<file path="src/rtl/dmacp_cfg.svh">
`ifndef DMACP_CFG_SVH
`define DMACP_CFG_SVH
// Overview of operation
// RQ1: Each async context keeps a pointer to its first block, used on run.
// RQ2: Async pointers decode at 18Ch, 1ACh, 1CCh and 1ECh.
// RQ3: Pointer bits 31:4 are the upper 28 bits of a 16-byte block address.
// RQ4: Pointer bits 3:0 count descriptors; zero marks the address invalid.
// RQ5: Eight iso transmit contexts; set port 200h+16n, clear port 204h+16n.
// RQ6: With match enable (bit 31) set, first packet goes in the matched cycle.
// RQ7: Match field, bits 30:16, is two seconds bits and 13 cycle bits.
// RQ8: Context enables when timer seconds low bits and cycle count match.
// RQ9: Match is checked on the cycle start just before transmission.
// RQ10: Hardware clears match enable once the context becomes active. Here a software set in that same cycle survives.
// RQ11: Engine may fetch the first block before its transmit cycle.
// RQ12: Software sets run to start, clears to stop; hardware only on reset.
// RQ13: Software sets wake to resume; hardware clears it on every fetch. Here a software set in the fetch cycle wins over the clear.
// RQ14: Control bits 14:13 are reserved and read as zero.
// RQ15: Dead flag set on fatal error, cleared when software clears run.
// RQ16: Active flag is one while descriptors are being processed.
// RQ17: Ones to set port set bits, to clear port clear; both read back.

// ----------------------------------------------------------------
// Register offsets
// ----------------------------------------------------------------
`define DMACP_OFS_ARQ_TX 12'h18c
`define DMACP_OFS_ARS_TX 12'h1ac
`define DMACP_OFS_ARQ_RX 12'h1cc
`define DMACP_OFS_ARS_RX 12'h1ec
`define DMACP_OFS_ITX_SET 12'h200
`define DMACP_OFS_ITX_CLR 12'h204
`define DMACP_ITX_STRIDE 12'h010
`define DMACP_ITX_COUNT 8
`define DMACP_ASYNC_COUNT 4

// ----------------------------------------------------------------
// Field positions
// ----------------------------------------------------------------
`define DMACP_PTR_ADDR_MSB 31
`define DMACP_PTR_ADDR_LSB 4
`define DMACP_PTR_Z_MSB 3
`define DMACP_PTR_Z_LSB 0
`define DMACP_CTL_MATCH_EN 31
`define DMACP_CTL_MATCH_MSB 30
`define DMACP_CTL_MATCH_LSB 16
`define DMACP_CTL_RUN 15
`define DMACP_CTL_WAKE 12
`define DMACP_CTL_DEAD 11
`define DMACP_CTL_ACTIVE 10
`define DMACP_CTL_EVT_MSB 4
`define DMACP_CTL_EVT_LSB 0
`define DMACP_TMR_SEC_LSB 25
`define DMACP_TMR_SEC_LOW_MSB 26
`define DMACP_TMR_CYC_MSB 24
`define DMACP_TMR_CYC_LSB 12

// ----------------------------------------------------------------
// Reset values and masks
// ----------------------------------------------------------------
`define DMACP_PTR_RESET 32'h0000_0000
`define DMACP_CTL_SW_MASK 32'hffff_9000
`endif

</file>
<file path="src/rtl/dmacp_pkg.sv">
package dmacp_pkg;
  // ----------------------------------------------------------------
  // Types
  // ----------------------------------------------------------------
  typedef enum logic [1:0] {
    ST_IDLE,
    ST_WRDATA,
    ST_RDWAIT
  } dmacp_phase_e;

  typedef logic [14:0] dmacp_stamp_t;
  typedef logic [4:0] dmacp_evt_t;
endpackage : dmacp_pkg

</file>
<file path="src/rtl/dmacp_itx_ctx.sv">
`timescale 1ns/1ns
`include "dmacp_cfg.svh"
module dmacp_itx_ctx (
  input wire logic hclk,
  input wire logic hresetn,
  input wire logic soft_reset,
  input wire logic set_we,
  input wire logic clr_we,
  input wire logic [31:0] wdata,
  input wire logic cycle_start,
  input wire dmacp_pkg::dmacp_stamp_t cycle_stamp,
  input wire logic fetch,
  input wire logic fatal,
  input wire logic done,
  input wire logic event_we,
  input wire dmacp_pkg::dmacp_evt_t event_code,
  output logic [31:0] ctrl,
  output logic run_r,
  output logic wake_r,
  output logic active_r,
  output logic prefetch_r
);
  logic match_en_r;
  logic match_en_nxt;
  dmacp_pkg::dmacp_stamp_t match_r;
  dmacp_pkg::dmacp_stamp_t match_nxt;
  logic run_nxt;
  logic wake_nxt;
  logic dead_r;
  logic dead_nxt;
  logic active_nxt;
  dmacp_pkg::dmacp_evt_t evt_r;
  dmacp_pkg::dmacp_evt_t evt_nxt;
  logic [31:0] set_bits;
  logic [31:0] clr_bits;
  logic hit;
  logic go;

  assign set_bits = set_we ? (wdata & `DMACP_CTL_SW_MASK) : 32'h0000_0000;
  assign clr_bits = clr_we ? (wdata & `DMACP_CTL_SW_MASK) : 32'h0000_0000;

  // Compared only on a cycle start strobe [RQ9]
  assign hit = cycle_start && (cycle_stamp == match_r); // [RQ8]
  // Start immediately, or wait for the matched cycle [RQ6]
  assign go = run_r && !dead_r && !active_r && (!match_en_r || hit);

  // Set-and-clear in one port pair; run changes by software or soft reset only [RQ17]
  assign run_nxt = soft_reset ? 1'b0 :
    ((run_r | set_bits[`DMACP_CTL_RUN]) & ~clr_bits[`DMACP_CTL_RUN]); // [RQ12]
  assign match_nxt = soft_reset ? 15'h0000 :
    ((match_r | set_bits[`DMACP_CTL_MATCH_MSB:`DMACP_CTL_MATCH_LSB]) &
     ~clr_bits[`DMACP_CTL_MATCH_MSB:`DMACP_CTL_MATCH_LSB]); // [RQ7]
  // A software set in the start cycle survives the hardware clear
  assign match_en_nxt = soft_reset ? 1'b0 :
    (set_bits[`DMACP_CTL_MATCH_EN] |
     (match_en_r & ~go & ~clr_bits[`DMACP_CTL_MATCH_EN])); // [RQ10]
  // Software set beats fetch clear so a resume is never lost
  assign wake_nxt = soft_reset ? 1'b0 :
    (set_bits[`DMACP_CTL_WAKE] |
     (wake_r & ~fetch & ~clr_bits[`DMACP_CTL_WAKE])); // [RQ13]
  assign dead_nxt = soft_reset ? 1'b0 :
    ((fatal & run_r) | (dead_r & run_nxt)); // [RQ15]
  assign active_nxt = soft_reset ? 1'b0 :
    (go | (active_r & run_nxt & ~fatal & ~done)); // [RQ16]
  assign evt_nxt = soft_reset ? 5'h00 : (event_we ? event_code : evt_r);

  always_ff @(posedge hclk or negedge hresetn)
  begin
    if (!hresetn)
    begin
      match_en_r <= 1'b0;
      match_r <= 15'h0000;
      run_r <= 1'b0;
      wake_r <= 1'b0;
      dead_r <= 1'b0;
      active_r <= 1'b0;
      evt_r <= 5'h00;
      prefetch_r <= 1'b0;
    end
    else
    begin
      match_en_r <= match_en_nxt;
      match_r <= match_nxt;
      run_r <= run_nxt;
      wake_r <= wake_nxt;
      dead_r <= dead_nxt;
      active_r <= active_nxt;
      evt_r <= evt_nxt;
      // Fetch may start before the matched cycle [RQ11]
      prefetch_r <= run_nxt & ~dead_nxt;
    end
  end

  // Reserved 14:13 and 9:5 tie to zero [RQ14]
  assign ctrl = {match_en_r, match_r, run_r, 2'b00, wake_r, dead_r,
                 active_r, 5'b00000, evt_r};
endmodule : dmacp_itx_ctx

</file>
<file path="src/rtl/dmacp_top.sv">
`timescale 1ns/1ns
`include "dmacp_cfg.svh"
module dmacp_top (
  input wire logic hclk,
  input wire logic hresetn,
  input wire logic hsel,
  input wire logic [31:0] haddr,
  input wire logic [1:0] htrans,
  input wire logic hwrite,
  input wire logic [2:0] hsize,
  input wire logic [31:0] hwdata,
  input wire logic hready,
  output logic [31:0] hrdata,
  output logic hreadyout,
  output logic hresp,
  input wire logic soft_reset,
  input wire logic [3:0] async_run,
  output logic [3:0] async_start,
  output logic [31:0] async_req_tx_ptr,
  output logic [31:0] async_resp_tx_ptr,
  output logic [31:0] async_req_rx_ptr,
  output logic [31:0] async_resp_rx_ptr,
  input wire logic [31:0] cycle_timer,
  input wire logic cycle_start,
  input wire logic [7:0] itx_fetch,
  input wire logic [7:0] itx_fatal,
  input wire logic [7:0] itx_done,
  input wire logic [7:0] itx_event_we,
  input wire logic [4:0] itx_event_code,
  output logic [7:0] itx_run,
  output logic [7:0] itx_wake,
  output logic [7:0] itx_active,
  output logic [7:0] itx_prefetch
);

  // ----------------------------------------------------------------
  // Decode helpers
  // ----------------------------------------------------------------
  // Index of an async pointer word, or 4 when none matches
  function automatic logic [2:0] async_index(input logic [11:0] a);
    logic [2:0] idx;
    idx = 3'd4;
    case (a)
      `DMACP_OFS_ARQ_TX: idx = 3'd0;
      `DMACP_OFS_ARS_TX: idx = 3'd1;
      `DMACP_OFS_ARQ_RX: idx = 3'd2;
      `DMACP_OFS_ARS_RX: idx = 3'd3;
      default: idx = 3'd4;
    endcase
    return idx;
  endfunction : async_index

  // True when the word falls in the iso transmit control window
  function automatic logic itx_hit(input logic [11:0] a);
    logic in_range;
    in_range = (a >= `DMACP_OFS_ITX_SET) &&
      (a < (`DMACP_OFS_ITX_SET + `DMACP_ITX_STRIDE * 12'd8));
    return in_range && (a[3:0] == 4'h0 || a[3:0] == 4'h4);
  endfunction : itx_hit

  // Two low seconds bits joined with the cycle count
  function automatic dmacp_pkg::dmacp_stamp_t stamp_of(
    input logic [31:0] t);
    return {t[`DMACP_TMR_SEC_LOW_MSB:`DMACP_TMR_SEC_LSB],
            t[`DMACP_TMR_CYC_MSB:`DMACP_TMR_CYC_LSB]}; // [RQ7] [RQ8]
  endfunction : stamp_of

  // ----------------------------------------------------------------
  // Bus slave state
  // ----------------------------------------------------------------
  dmacp_pkg::dmacp_phase_e phase_r;
  dmacp_pkg::dmacp_phase_e phase_nxt;
  logic [11:0] waddr_r;
  logic [11:0] raddr_r;
  logic [11:0] raddr_nxt;
  logic [31:0] rdata_nxt;
  logic ready_nxt;
  logic take;
  logic take_wr;
  logic take_rd;
  logic [11:0] req_addr;

  assign req_addr = haddr[11:0];
  assign take = hsel && htrans[1] && hready;
  assign take_wr = take && hwrite;
  assign take_rd = take && !hwrite;

  // ----------------------------------------------------------------
  // Write decode (data phase)
  // ----------------------------------------------------------------
  logic wr_now;
  logic [2:0] wr_async;
  logic wr_itx;
  logic [2:0] wr_ctx;
  logic wr_is_clr;
  logic [3:0] ptr_we;
  logic [7:0] set_we;
  logic [7:0] clr_we;

  assign wr_now = (phase_r == dmacp_pkg::ST_WRDATA);
  assign wr_async = async_index(waddr_r);
  assign wr_itx = itx_hit(waddr_r);
  assign wr_ctx = waddr_r[6:4]; // [RQ5]
  assign wr_is_clr = waddr_r[2];

  genvar gi;
  generate
    for (gi = 0; gi < `DMACP_ASYNC_COUNT; gi = gi + 1)
    begin : g_ptr_we
      assign ptr_we[gi] = wr_now && (wr_async == 3'(gi)); // [RQ2]
    end
    for (gi = 0; gi < `DMACP_ITX_COUNT; gi = gi + 1)
    begin : g_itx_we
      assign set_we[gi] = wr_now && wr_itx && !wr_is_clr &&
        (wr_ctx == 3'(gi)); // [RQ17]
      assign clr_we[gi] = wr_now && wr_itx && wr_is_clr &&
        (wr_ctx == 3'(gi)); // [RQ17]
    end
  endgenerate

  // ----------------------------------------------------------------
  // Async command pointers
  // ----------------------------------------------------------------
  // Not cleared by soft reset: software rewrites it before each run
  logic [31:0] ptr_r [4];
  logic [3:0] run_q_r;
  logic [3:0] start_nxt;
  logic [3:0] ptr_ok;

  generate
    for (gi = 0; gi < `DMACP_ASYNC_COUNT; gi = gi + 1)
    begin : g_ptr
      // Zero count means no usable address [RQ4]
      assign ptr_ok[gi] =
        (ptr_r[gi][`DMACP_PTR_Z_MSB:`DMACP_PTR_Z_LSB] != 4'h0);
      // Fetch begins on the run rising edge [RQ1]
      assign start_nxt[gi] = async_run[gi] && !run_q_r[gi] && ptr_ok[gi];
    end
  endgenerate

  // One process owns every pointer word
  always_ff @(posedge hclk or negedge hresetn)
  begin
    if (!hresetn)
    begin
      for (int k = 0; k < `DMACP_ASYNC_COUNT; k++)
        ptr_r[k] <= `DMACP_PTR_RESET;
    end
    else
    begin
      for (int k = 0; k < `DMACP_ASYNC_COUNT; k++)
        if (ptr_we[k])
          ptr_r[k] <= hwdata; // [RQ3]
    end
  end

  always_ff @(posedge hclk or negedge hresetn)
  begin
    if (!hresetn)
    begin
      run_q_r <= 4'h0;
      async_start <= 4'h0;
    end
    else
    begin
      run_q_r <= async_run;
      async_start <= start_nxt; // [RQ1]
    end
  end

  // Block addresses reach the engine with the low nibble forced to zero
  always_ff @(posedge hclk or negedge hresetn)
  begin
    if (!hresetn)
    begin
      async_req_tx_ptr <= `DMACP_PTR_RESET;
      async_resp_tx_ptr <= `DMACP_PTR_RESET;
      async_req_rx_ptr <= `DMACP_PTR_RESET;
      async_resp_rx_ptr <= `DMACP_PTR_RESET;
    end
    else
    begin
      async_req_tx_ptr <= {ptr_r[0][31:4], 4'h0}; // [RQ3]
      async_resp_tx_ptr <= {ptr_r[1][31:4], 4'h0}; // [RQ3]
      async_req_rx_ptr <= {ptr_r[2][31:4], 4'h0}; // [RQ3]
      async_resp_rx_ptr <= {ptr_r[3][31:4], 4'h0}; // [RQ3]
    end
  end

  // ----------------------------------------------------------------
  // Iso transmit contexts
  // ----------------------------------------------------------------
  logic [31:0] ctrl_w [8];
  dmacp_pkg::dmacp_stamp_t stamp;

  assign stamp = stamp_of(cycle_timer);

  generate
    for (gi = 0; gi < `DMACP_ITX_COUNT; gi = gi + 1)
    begin : g_itx
      dmacp_itx_ctx u_ctx (
        .hclk(hclk),
        .hresetn(hresetn),
        .soft_reset(soft_reset),
        .set_we(set_we[gi]),
        .clr_we(clr_we[gi]),
        .wdata(hwdata),
        .cycle_start(cycle_start),
        .cycle_stamp(stamp),
        .fetch(itx_fetch[gi]),
        .fatal(itx_fatal[gi]),
        .done(itx_done[gi]),
        .event_we(itx_event_we[gi]),
        .event_code(itx_event_code),
        .ctrl(ctrl_w[gi]),
        .run_r(itx_run[gi]),
        .wake_r(itx_wake[gi]),
        .active_r(itx_active[gi]),
        .prefetch_r(itx_prefetch[gi])
      );
    end
  endgenerate

  // ----------------------------------------------------------------
  // Read selection
  // ----------------------------------------------------------------
  logic [2:0] rd_async;
  logic rd_itx;
  logic [31:0] rd_async_val;
  logic [31:0] rd_val;
  logic [11:0] rd_addr;

  // Held address while stalled; keeps the read path free of a loop
  assign rd_addr = (phase_r == dmacp_pkg::ST_RDWAIT) ? raddr_r : req_addr;
  assign rd_async = async_index(rd_addr);
  assign rd_itx = itx_hit(rd_addr);
  assign rd_async_val = (rd_async[2]) ? 32'h0000_0000 :
    ptr_r[rd_async[1:0]];
  // Set and clear ports both return the live control word [RQ17]
  assign rd_val = rd_itx ? ctrl_w[rd_addr[6:4]] :
    rd_async_val;

  // ----------------------------------------------------------------
  // Bus sequencing
  // ----------------------------------------------------------------
  // A read right behind a write waits one cycle so it sees the update
  always_comb
  begin
    phase_nxt = dmacp_pkg::ST_IDLE;
    raddr_nxt = raddr_r;
    ready_nxt = 1'b1;
    rdata_nxt = hrdata;
    case (phase_r)
      dmacp_pkg::ST_IDLE:
      begin
        if (take_wr)
          phase_nxt = dmacp_pkg::ST_WRDATA;
        else if (take_rd)
        begin
          raddr_nxt = req_addr;
          rdata_nxt = rd_val;
        end
      end
      dmacp_pkg::ST_WRDATA:
      begin
        if (take_wr)
          phase_nxt = dmacp_pkg::ST_WRDATA;
        else if (take_rd)
        begin
          raddr_nxt = req_addr;
          phase_nxt = dmacp_pkg::ST_RDWAIT;
          ready_nxt = 1'b0;
        end
      end
      dmacp_pkg::ST_RDWAIT:
      begin
        rdata_nxt = rd_val;
      end
      default:
      begin
        phase_nxt = dmacp_pkg::ST_IDLE;
      end
    endcase
  end

  always_ff @(posedge hclk or negedge hresetn)
  begin
    if (!hresetn)
    begin
      phase_r <= dmacp_pkg::ST_IDLE;
      waddr_r <= 12'h000;
      raddr_r <= 12'h000;
      hrdata <= 32'h0000_0000;
      hreadyout <= 1'b1;
      hresp <= 1'b0;
    end
    else
    begin
      phase_r <= phase_nxt;
      if (take_wr)
        waddr_r <= req_addr;
      raddr_r <= raddr_nxt;
      hrdata <= rdata_nxt;
      hreadyout <= ready_nxt;
      // Unmapped words read zero and drop writes, still OKAY
      hresp <= 1'b0;
    end
  end

endmodule : dmacp_top

</file>
<file path="config.mk">
export PLATFORM = sky130hd
export DESIGN_NAME = dmacp_top
export DESIGN_NICKNAME = d
export VERILOG_FILES = /design/src/rtl/dmacp_pkg.sv /design/src/rtl/dmacp_itx_ctx.sv /design/src/rtl/dmacp_top.sv
export VERILOG_INCLUDE_DIRS = /design/src /design/src/rtl
export SDC_FILE = /design/constraint.sdc
export NUM_CORES = 1
export LEC_CHECK = 0
export BUFFER_PORTS_ARGS = -buffer_cell sky130_fd_sc_hd__buf_2
export CAP_MARGIN = 40
export CORE_MARGIN = 1.5
export CORE_UTILIZATION = 50
export DETAILED_ROUTE_END_ITERATION = 8
export GPL_TIMING_DRIVEN = 0
export MAX_ROUTING_LAYER = met4
export PLACE_DENSITY = 0.71
export SLEW_MARGIN = 5
export SYNTH_ARGS = -nofsm -noshare
export SYNTH_HDL_FRONTEND = slang
export SYNTH_SLANG_ARGS = --single-unit
</file>
<file path="constraint.sdc">
create_clock -name hclk -period 7.6 [get_ports hclk]
set_input_delay 0.38 -clock hclk [delete_from_list [all_inputs] [get_ports hclk]]
set_output_delay 0.38 -clock hclk [all_outputs]
set_load 0.01 [all_outputs]
</file>
Word level (Yosys, flattened, before mapping)

Cells that the tools add are included.

Flip-flop bits (word level): 515
Bits of input ports: 149
Output and inout port bits: 198

Magnitude comparators: 6
Equality and inequality tests: 32
Multiplexer cells: 101
Bitwise logic cells: 219
Reduce and logical (&&, ||, !) cells: 132

Operator list:

| kind                                                   | count |
|---|---|
| 2-to-1 mux 32 bit                                      | 24 |
| AND 15 bit                                             | 8 |
| equality test 15 bit                                   | 8 |
| 2-to-1 mux 15 bit                                      | 8 |
| inverter 15 bit                                        | 8 |
| bitwise OR 15 bit                                      | 8 |
| binary-select mux 32 bit (select 3 bit)                | 1 |
| equality test 12 x 9 -> 1 bit (second input constant)  | 8 |
| AND 1 bit                                              | 88 |
| 2-to-1 mux 5 bit                                       | 16 |
| logical AND 1 bit                                      | 71 |
| inverter 1 bit                                         | 65 |
| binary-select mux 32 bit (select 2 bit)                | 1 |
| case mux 32 bit (2 select lines)                       | 1 |
| 2-to-1 mux 1 bit                                       | 44 |
| bitwise OR 1 bit                                       | 40 |
| logical NOT 1 bit                                      | 30 |
| >= comparator 12 x 10 -> 1 bit (second input constant) | 2 |
| < comparator 12 x 10 -> 1 bit (second input constant)  | 2 |
| case mux 3 bit (4 select lines)                        | 2 |
| nonzero test 2 bit                                     | 9 |
| nonzero test 4 bit                                     | 4 |
| equality test 3 x 2 -> 1 bit (second input constant)   | 4 |
| equality test 3 bit (second input constant)            | 4 |
| 18 further kinds                                       | 34 |

Depth between registers and ports, before layout

Gate-level depths: netlist of run 1.

Word-level depth: 15
Mapped depth: 9
Depth with buffers taken out: 5

Cells and area by module

A second synthesis of run 1 with hierarchy kept.

Cell total of the unflattened synthesis: 2424
Area total of the unflattened synthesis: 26576.7 um^2

By module, submodules not included:

| module        | times used | cells an instance | area each (um^2) | sequential area each (um^2) |
|---|---|---|---|---|
| dmacp_top     | 1          | 1400              | 16006.6          | 7683.6 |
| dmacp_itx_ctx | 8          | 128               | 1321.3           | 650.6 |

Least setup slack after synthesis of run 1

OpenSTA, ideal clock, no wires.

Path type: flip-flop to flip-flop
Start point: register phase_r[1]
End point: register hrdata[10]
Arrival: 2.368 ns
Required time: 7.470 ns
Slack: 5.101 ns
Stages on the path, launching flop included: 9
Buffers on the path: 3
Clock period less this slack: 2.499 ns
Cell sequence: dfrtp_1 > buf_2 > nor2b_1 > buf_2 > mux2i_2 > buf_2 > mux4_2 > a22oi_1 > o21ai_0

Word-level cells in the longest chain between the ends: 13
Elaborated cells between the ends (all ways): 32
Those cells by class: 2 x order compare; 8 x eq/ne; 13 x mux; 2 x bitwise; 7 x reduce/logical

RTL lines:

| element                                               | line                               | source |
|---|---|---|
| from (decl)                                           | dmacp_top.sv:71                    | `dmacp_pkg::dmacp_phase_e phase_r;` |
| from (signal assigned)                                | dmacp_top.sv:290                   | `phase_r <= dmacp_pkg::ST_IDLE;` |
| from (signal assigned)                                | dmacp_top.sv:299                   | `phase_r <= phase_nxt;` |
| equality test 2 bit                                   | dmacp_top.sv:234, dmacp_top.sv:253 |  |
| 2-to-1 mux 12 bit                                     | dmacp_top.sv:234                   | `assign rd_addr = (phase_r == dmacp_pkg::ST_RDWAIT) ? raddr_r : req_addr;` |
| equality test 12 x 9 -> 1 bit                         | dmacp_top.sv:43                    | `case (a)` |
| case mux 3 bit (4 select lines)                       | dmacp_top.sv:43                    |  |
| inverter 2 -> 3 bit (implied by the code)             | dmacp_top.sv:238                   | `ptr_r[rd_async[1:0]];` |
| binary-select mux 32 bit (select 2 bit)               | dmacp_top.sv:238                   |  |
| 2-to-1 mux 32 bit (implied by the code) (2 in series) | dmacp_top.sv:238                   |  |
| 2-to-1 mux 32 bit                                     | dmacp_top.sv:237                   | `assign rd_async_val = (rd_async[2]) ? 32'h0000_0000 :` |
| 2-to-1 mux 32 bit                                     | dmacp_top.sv:240                   | `assign rd_val = rd_itx ? ctrl_w[rd_addr[6:4]] :` |
| 2-to-1 mux 32 bit                                     | dmacp_top.sv:258                   | `else if (take_rd)` |
| 2-to-1 mux 32 bit                                     | dmacp_top.sv:256                   | `if (take_wr)` |
| case mux 32 bit (2 select lines)                      | dmacp_top.sv:253                   | `case (phase_r)` |
| to (signal assigned)                                  | dmacp_top.sv:303                   | `hrdata <= rdata_nxt;` |
| to (decl)                                             | dmacp_top.sv:13                    | `output logic [31:0] hrdata,` |

Parallel ways exist; a longest one is shown, timed or not. The select of a mux whose other input is x is not followed.
A chain may end at the register's enable or synchronous reset.

Worst setup path in the final report of run 1

Start point: register phase_r[1]
End point: register g_itx[6].u_ctx.match_r[8]

Word-level cells in the longest chain between the ends: 8
Elaborated cells between the ends (all ways): 12
Those cells by class: 1 x eq/ne; 3 x mux; 3 x bitwise; 5 x reduce/logical

RTL lines:

| element                                                     | line                                     | source |
|---|---|---|
| equality test 2 x 1 -> 1 bit (*)                            | dmacp_top.sv:100                         | `assign wr_now = (phase_r == dmacp_pkg::ST_WRDATA);` |
| logical AND 1 bit (*)                                       | dmacp_top.sv:114, dmacp_top.sv:116       |  |
| logical AND 1 bit, on equally long branches (2 in series)   | dmacp_top.sv:114, dmacp_top.sv:116       |  |
| 2-to-1 mux 32 bit, on equally long branches                 | dmacp_itx_ctx.sv:39, dmacp_itx_ctx.sv:40 |  |
| bitwise OR 15 bit / inverter 15 bit (equally long branches) | dmacp_itx_ctx.sv:51, dmacp_itx_ctx.sv:52 |  |
| AND 15 bit (*)                                              | dmacp_itx_ctx.sv:51                      | `` ((match_r \| set_bits[`DMACP_CTL_MATCH_MSB:`DMACP_CTL_MATCH_LSB]) & `` |
| 2-to-1 mux 15 bit (*)                                       | dmacp_itx_ctx.sv:50                      | `assign match_nxt = soft_reset ? 15'h0000 :` |
| named net g_itx[6].u_ctx.match_nxt[8]                       | dmacp_itx_ctx.sv:26                      | `dmacp_pkg::dmacp_stamp_t match_nxt;` |
| to (signal assigned)                                        | dmacp_itx_ctx.sv:83                      | `match_r <= match_nxt;` |
| to (decl)                                                   | dmacp_itx_ctx.sv:25                      | `dmacp_pkg::dmacp_stamp_t match_r;` |

The timed path passes the listed nets; every way through them passes the cells marked *.

==> results.md, run 1 <==
Clock tree:
- The latest clock arrival within the worst-skew pair is 630 ps.
- The root buffer cell is sky130_fd_sc_hd__clkbuf_16.
- Clock-pin slew was measured on the worst setup and hold paths at about 70 ps.
- The number of CTS-inserted buffers is 53.
- The clock sink count is 515.
- The number of H-tree branching levels is 2.
- The number of gates resized after CTS was 0.
- TritonCTS built the clock tree.
- In this run the deepest clock path goes through 3 buffers.

Placed design:
- Prior to clock tree synthesis, the placed netlist has a worst setup slack of 4440 ps.
- The count of port buffers added during placement is 241.
- The placed wire-length estimate after detailed placement is 56.2 mm.
- The placed cell count is 2785.
- The weighted congestion reported at the end of routability-driven placement is 0.988.

Route:
- The wire length per cell after detailed routing is around 26 um.
- The via count of the routed design is between 15000 and 20000.
- The final layout contains routed wiring with a total length of 76.1 mm.
- The iteration count of the initial detailed-routing pass is 5.
- The DRC marker count from the first detailed-route iteration is 1707.
- In the routed design, unresolved DRC markers number 0.
- Using the TritonRoute via totals, the vias-per-cell ratio works out to 6.09.
- The residual antenna-violating net count after detailed routing is 0.

Layout:
- The count of nets after finishing is ~2400.
- Relative to the synthesized area, the layout overhead comes to 17.7%.
- Summing all multi-input logic gate instances after layout gives 9480 um^2.
- The sequential cells in the finished layout cover a total of 12900 um^2.
- In the final layout, the share of cells above drive strength 1 is 27.6%.
- Fill cells in the final layout number around 3800.
- The count of cells in the finished layout, fillers not included, comes to 2902.

STA:
- After layout, the worst path uses 43.8% of the clock period.
- The highest achievable clock rate is about 300 MHz.
- Setup repair after global routing left no endpoint under its margin.
- The hold violation count in the final report was 0.
- Setup violations remaining at the end of the flow were counted as 0.
- The worst clock skew is 32.7 ps.
- Measured against its own limit, the worst slew margin works out to 37.4%.
- The actual transition at the worst max-transition pin is 939 ps.
- The post-layout worst setup margin is 4270 ps.
- The final count of pins violating max slew is 0.
- The clock period could shrink to 3330 ps.
- The minimum hold slack is 18.2 ps.

Floorplan:
- For this configuration, the core starts out at a cell density of around 51%.
- The floorplan has around 80 rows.
- The die covers 48300 um^2.
- The die width is ~220 um.
- The core region is 46500 um^2.
- The vertical die dimension is 220 um.
- 347 I/O pins were placed.

Logic synthesis:
- The largest total area in the synthesized netlist belongs to sky130_fd_sc_hd__dfrtp_1.
- The number of synthesized register bits is just over 500.
- The synthesis warning total is 0.
- The cell count after synthesis came out at between 1500 and 2000.
- The share of synthesized area occupied by flip-flops and latches is 54.9%.
- The number of flops mapped to enable cells by yosys is 0.
- In this run the biggest area consumer among cell types represents 54.8% of the synthesized area.
- The most frequently used flop master after synthesis is sky130_fd_sc_hd__dfrtp_1.
- After synthesis, the netlist uses 67 different library cells.
- In the post-synthesis netlist, the biggest area contributors are sky130_fd_sc_hd__dfrtp_1, sky130_fd_sc_hd__mux2_2, sky130_fd_sc_hd__mux2i_1.
- The post-synth design cell area is 23500 um^2.
- In the synthesized netlist, the cells that appear most often are sky130_fd_sc_hd__dfrtp_1, sky130_fd_sc_hd__a21oi_1, sky130_fd_sc_hd__a211oi_1.
- The most common cell in the synthesized netlist is sky130_fd_sc_hd__dfrtp_1.
- The fraction of registers with async set/reset is 100%.
- Dividing the synthesized area by the synthesized cell count gives 12.3 um^2.

Global routing:
- The largest net degree at the start of global routing is 126.
- The number of global-route vias before repair is 17700.
- Global routing finished with a remaining overflow of 0.
- The total routing resource utilization after global routing is 32.5%.
- The number of antenna violations at the first check in global routing came to 3.
- The first global-routing pass estimated 113 mm of wire.

Setup path:
- Traced cell by cell, the critical path runs through buf_2 > nor4b_4 > nand3_1 > buf_2 > nor3_2 > buf_2 > a21oi_1 > a211oi_1.
- The arrival time reported for the critical path endpoint is 3810 ps.
- The worst register-to-register path ends at g_itx[6].u_ctx.match_r[8]$_DFF_PN0_.
- The depth of the most critical reg-to-reg path is 8.
- In this run the register-to-register setup slack is 4270 ps.
- The worst register-to-register path begins at phase_r[1]$_DFF_PN0_.
- Data on the critical path is required at its endpoint by between 8000 and 9000 ps.
- STA classifies the critical path startpoint as a flop.
- The dominant cell type by count on the critical path is sky130_fd_sc_hd__buf_2.
- STA classifies the critical path endpoint as a flop.
- Among all stages on the critical path, the largest delay is contributed by sky130_fd_sc_hd__nor3_2.
- The end point of the critical path is g_itx[6].u_ctx.match_r[8]$_DFF_PN0_.
- The worst stage delay on the critical path is approximately 620 ps.
- By startpoint and endpoint, the worst setup path is classified as reg -> reg.
- Tracing the worst setup path back leads to its startpoint at phase_r[1]$_DFF_PN0_.
- The largest fanout of any net on the critical path is 10.

Run:
- The number of max-cap violations is 0.

Pwr:
- The reported leakage power is approximately 12 nW.
- Across the VDD grid, the largest voltage drop is 0.000193 V.
- The power density over the cells is 228 nW/um^2.
- Total power for the finished layout comes to 6.30 mW.

Worst hold path:
- The class of the most critical hold timing path is in -> reg.
- The worst hold path passes through 4 cells.
- The worst hold path begins at itx_done[1].

Outcome:
- The flow ran to the end, and the final reports show no timing, DRC or antenna violations.
-- per-stage QoR --
stage | setup TNS [ps] | area [um^2] | utilization, %
detailed placement | 0 | 25700 | 55.3
global placement | -2046120 | 25500 | 54.9
finish | 0 | 27700 | 59.5
global route | 0 | 27600 | 59.5
floorplan | 0 | 23600 | -
CTS | 0 | 27600 | 59.5
-- what timing repair did --
item / in CTS / in global routing
hold endpoints to repair: 69 / 0
hold buffers: 11 / 0
setup buffers: 0 / 0
-- critical path, delay by kind of cell, from the launching register on --
family | cells | cell delay (ps)
compound gates | 2 | 430
flops | 1 | 360
simple gates | 3 | 1470
buf+inv | 3 | 920
-- flip-flops by register name, summed over array words and instances, names as in the netlist, 12 cells and up --
name	flops
async_req_rx_ptr	28
async_req_tx_ptr	28
async_resp_rx_ptr	28
async_resp_tx_ptr	28
g_itx.u_ctx.evt_r	40
g_itx.u_ctx.match_r	120
hrdata	32
ptr_r	128
raddr_r	12
waddr_r	12
-- power by group --
group          internal [mW]  switching [mW]  total, mW
Clock                   1.60            1.17       2.76
Combinational          0.226           0.383      0.609
Sequential              2.85          0.0745       2.93
Total                   4.67            1.63       6.30
-- worst min path at each step --
stage                                                to
floorplan                async_req_rx_ptr[10]$_DFF_PN0_
global placement        async_resp_tx_ptr[26]$_DFF_PN0_
detailed placement  g_itx[6].u_ctx.evt_r[1]$_DFFE_PN0P_
CTS                   g_itx[1].u_ctx.active_r$_DFF_PN0_
global route                     ptr_r[110]$_DFFE_PN0P_
finish                g_itx[1].u_ctx.active_r$_DFF_PN0_
-- routing by layer --
layer  vias to the layer above  track usage (%)  wire (um)
li1                       7605                -          -
met1                      9090             41.9      30800
met2                       793             50.4      36400
met3                       184             5.59       5500
met4                         0             15.0       3460
met5                         -                -          0
-- layout make-up --
cell class              count  share of cell area, %
repair buffers            261                   5.34
clock inverters            33                   1.49
multi-input cells        1161                   34.3
flip-flops and latches    515                   46.6
well taps                 607                   2.75
inverters                  34                  0.462
clock buffers              67                   5.20
plain buffers             219                   3.83
diodes                      5                 0.0452
-- logic make-up (layout without fill, tap and decap cells) --
logic type / count (synthesis) / count (layout) / synth area share [%]
and+or+nand+nor: 281 / 281 / 6.69
muxes: 302 / 302 / 15.9
DFF: 515 / 515 / 54.9
xor gates and xnor gates: 120 / 120 / 4.47
buffers and inverters: 253 / 614 / 5.05
other: 1 / 22 / 0.0160
AOI/OAI and AO/OA: 441 / 441 / 13.0
-- cell usage in the layout (no fill, tap or decap), types with 71 or more instances in the layout --
master                       n
sky130_fd_sc_hd__mux2i_1   117
sky130_fd_sc_hd__clkbuf_1  128
sky130_fd_sc_hd__a21oi_1   132
sky130_fd_sc_hd__nor2_1     71
sky130_fd_sc_hd__buf_2     264
sky130_fd_sc_hd__xnor2_1   120
sky130_fd_sc_hd__a211oi_1  127
sky130_fd_sc_hd__mux2_2    122
sky130_fd_sc_hd__dfrtp_1   514
sky130_fd_sc_hd__nand2_1    74
No activity file was read; power rests on OpenSTA's default activity.
==> inputs of run 2 (changes only) <==
--- a/config.mk
+++ b/config.mk
@@ -13,7 +13,7 @@
 export DETAILED_ROUTE_END_ITERATION = 8
 export GPL_TIMING_DRIVEN = 0
 export MAX_ROUTING_LAYER = met4
-export PLACE_DENSITY = 0.71
+export PLACE_DENSITY = 0.74
 export SLEW_MARGIN = 5
 export SYNTH_ARGS = -nofsm -noshare
 export SYNTH_HDL_FRONTEND = slang
==> constraint.sdc (replaced) <==
create_clock -name hclk -period 2.96 [get_ports hclk]
set_input_delay 0.148 -clock hclk [delete_from_list [all_inputs] [get_ports hclk]]
set_output_delay 0.148 -clock hclk [all_outputs]
set_load 0.01 [all_outputs]
==> results.md, run 2 (same netlist as run 1, synthesis figures left out) <==
STA:
- The highest achievable clock rate is 338 MHz.
- The post-layout worst setup margin is about 4.2 ps.
- The final critical path takes up 99.9% of the cycle.
- The final count of pins violating max slew came to 0.
- The minimum hold slack is roughly 36 ps.
- The setup violation total in the final timing report is 0.
- The setup TNS is 0 ps.
- The smallest clock period supported by the final layout is computed as 2960 ps.
- The hold violation count in the final report is 0.
- The actual transition at the worst max-transition pin is 979 ps.
- The tightest slew margin relative to the limit is 34.6%.
- On the final layout, the worst clock skew is 43.8 ps.

Global routing:
- The number of antenna violations at the first check in global routing was 1.
- The global route total overflow is 0.
- The number of global-route vias before repair came to 17900.
- Entering global routing, the biggest net connects around 130 pins.
- The first global-routing pass estimated ~110 mm of wire.
- Across every metal layer, demand over resource in global routing totals 33.0%.

Placed design:
- The count of port buffers added during placement is about 240.
- The placed wire-length estimate after detailed placement is 56.2 mm.
- In this run the cell area measured after placement is 25700 um^2.
- The worst slack after detailed placement is -234 ps.
- The weighted congestion reported at the end of routability-driven placement is 0.984.

Layout:
- The count of nets after finishing is 2466.
- The number of flip-flops under the largest register name is 128.
- Compared with the post-synthesis result, the final layout area differs by 21.1%.
- The largest registers in the layout are ptr_r x128, g_itx.u_ctx.match_r x120, g_itx.u_ctx.evt_r x40.
- The most frequent standard cell in the layout excluding fill and tap cells is sky130_fd_sc_hd__dfrtp_1.
- The total of fill cells in the finished design is roughly 3600.
- Cells with a size suffix above 1 make up 28.0% of the layout.
- The area used by multi-input combinational logic is around 9600 um^2.
- The sequential standard cell area is around 13000 um^2.
- The largest register by flop count is ptr_r.
- In the layout the commonest cells are sky130_fd_sc_hd__dfrtp_1, sky130_fd_sc_hd__buf_2, sky130_fd_sc_hd__a21oi_1, sky130_fd_sc_hd__a211oi_1, sky130_fd_sc_hd__mux2_2.
- The area of all placed cells without fillers is ~28000 um^2.

Clock tree:
- The latest clock arrival within the worst-skew pair is 640 ps.
- The number of CTS-inserted buffers is 54.
- The cell sitting at the root of the clock tree is a sky130_fd_sc_hd__clkbuf_16.
- The clock transition at the registers of the reported paths is approximately 60 ps.
- In this run the number of H-tree levels came out at 2.
- Counting every sink on the clock net gives a little over 500.
- TritonCTS built the clock tree.
- The clock tree buffer depth is 3.

Run:
- The number of max-cap violations is 0.

Route:
- Once detail routing completed, the nets flagged for antenna violations numbered 0.
- After detailed routing, the total wire length is 77.3 mm.
- The detailed router finished its first iteration with about 2100 violations.
- The routed layout has 18100 vias.
- The first detailed-routing pass took 6 iterations.
- In the routed layout, each cell is associated on average with a via count of 6.10.
- The number of remaining DRC errors is 0.
- The wire length per cell after detailed routing is 26.1 um.

Setup path:
- The type of the setup path with the least slack is reg -> reg.
- The arrival time reported for the critical path endpoint is 3390 ps.
- The data required time of the worst path is 3390 ps.
- The largest fanout of any net on the critical path is 10.
- The endpoint type of the worst setup path is a flop.
- The type of element launching the critical path is a flop.

Floorplan:
- The number of top-level pins is about 350.
- The floorplan core area is 46500 um^2.
- The die width is 220 um.
- The initial core utilization is 50.6%.
- The total die area is about 48000 um^2.
- The floorplan has approximately 80 rows.
- The floorplan step set the die height to 220 um.

Outcome:
- The run finished with clean final reports.

Pwr:
- Total power for the finished layout comes to 16.2 mW.
- The worst supply voltage drop on vdd is between 0.0005 and 0.0006 V.
- For this design the static power due to leakage is approximately 12 nW.
- The power density over the cells is 568 nW/um^2.

Worst hold path:
- The min-delay analysis places its worst path in the category in -> reg.
## run 2: per-stage QoR
stage          cells  util (%)
2_1_floorplan   1929         -
3_3_place_gp    2777      54.9
3_5_place_dp    2785      55.3
4_1_cts         2951      60.9
5_1_grt         2964      61.2
6_report        2965      61.2
## run 2: final cells by class
class | instances | area share [%]
timing repair buffer | 334 | 7.69
multi-input combinational | 1161 | 33.7
inverter | 34 | 0.449
buffer | 217 | 3.81
antenna | 2 | 0.0176
sequential | 515 | 45.3
clock buffer | 80 | 5.59
clock inverter | 15 | 0.774
tap | 607 | 2.67
## run 2: critical path, stage by stage, from the launching register on
cell                        delay [ps]
sky130_fd_sc_hd__dfrtp_1           470
sky130_fd_sc_hd__clkbuf_1          420
sky130_fd_sc_hd__nor4b_1           530
sky130_fd_sc_hd__a41oi_1           220
sky130_fd_sc_hd__a31o_2            290
sky130_fd_sc_hd__a2111oi_0         830
## run 2: where the power goes
group | leakage [nW] | internal, mW | switching, mW
clock | 0.886 | 4.06 | 2.90
sequential | 6.55 | 7.32 | 0.201
combinational | 4.95 | 0.645 | 1.03
## run 2: worst paths after layout
path / end / startpoint / cells past startpoint / slack (ps)
setup reg to reg: g_itx[5].u_ctx.prefetch_r$_DFF_PN0_ / waddr_r[6]$_DFFE_PN0P_ / 5 / 4
setup / recovery: g_itx[5].u_ctx.prefetch_r$_DFF_PN0_ / waddr_r[6]$_DFFE_PN0P_ / 5 / 4
min in group asynchronous: g_itx[7].u_ctx.run_r$_DFF_PN0_ / hresetn / 3 / 490
hold / removal: g_itx[5].u_ctx.match_r[14]$_DFF_PN0_ / hwdata[30] / 3 / 40
max in group asynchronous: async_resp_tx_ptr[30]$_DFF_PN0_ / hresetn / 7 / 450
hold reg to reg: async_resp_rx_ptr[6]$_DFF_PN0_ / ptr_r[6]$_DFFE_PN0P_ / 0 / 390
## run 2: what timing repair did
action / 4_1_cts / 5_1_grt
endpoints found under the hold margin: 419 / 0
setup buffers: 0 / 14
pin swaps: 2 / 9
endpoints found under the setup margin: 104 / 140
hold buffers: 71 / 0
resized for setup: 17 / 44
## run 2: metal layers
metal | up-vias | track usage [%] | part of all wire, %
li1 | 7733 | - | -
met5 | - | - | 0
met1 | 9251 | 42.5 | 40
met3 | 194 | 5.09 | 7.7
met2 | 920 | 52.2 | 48
met4 | 0 | 14.0 | 4.5
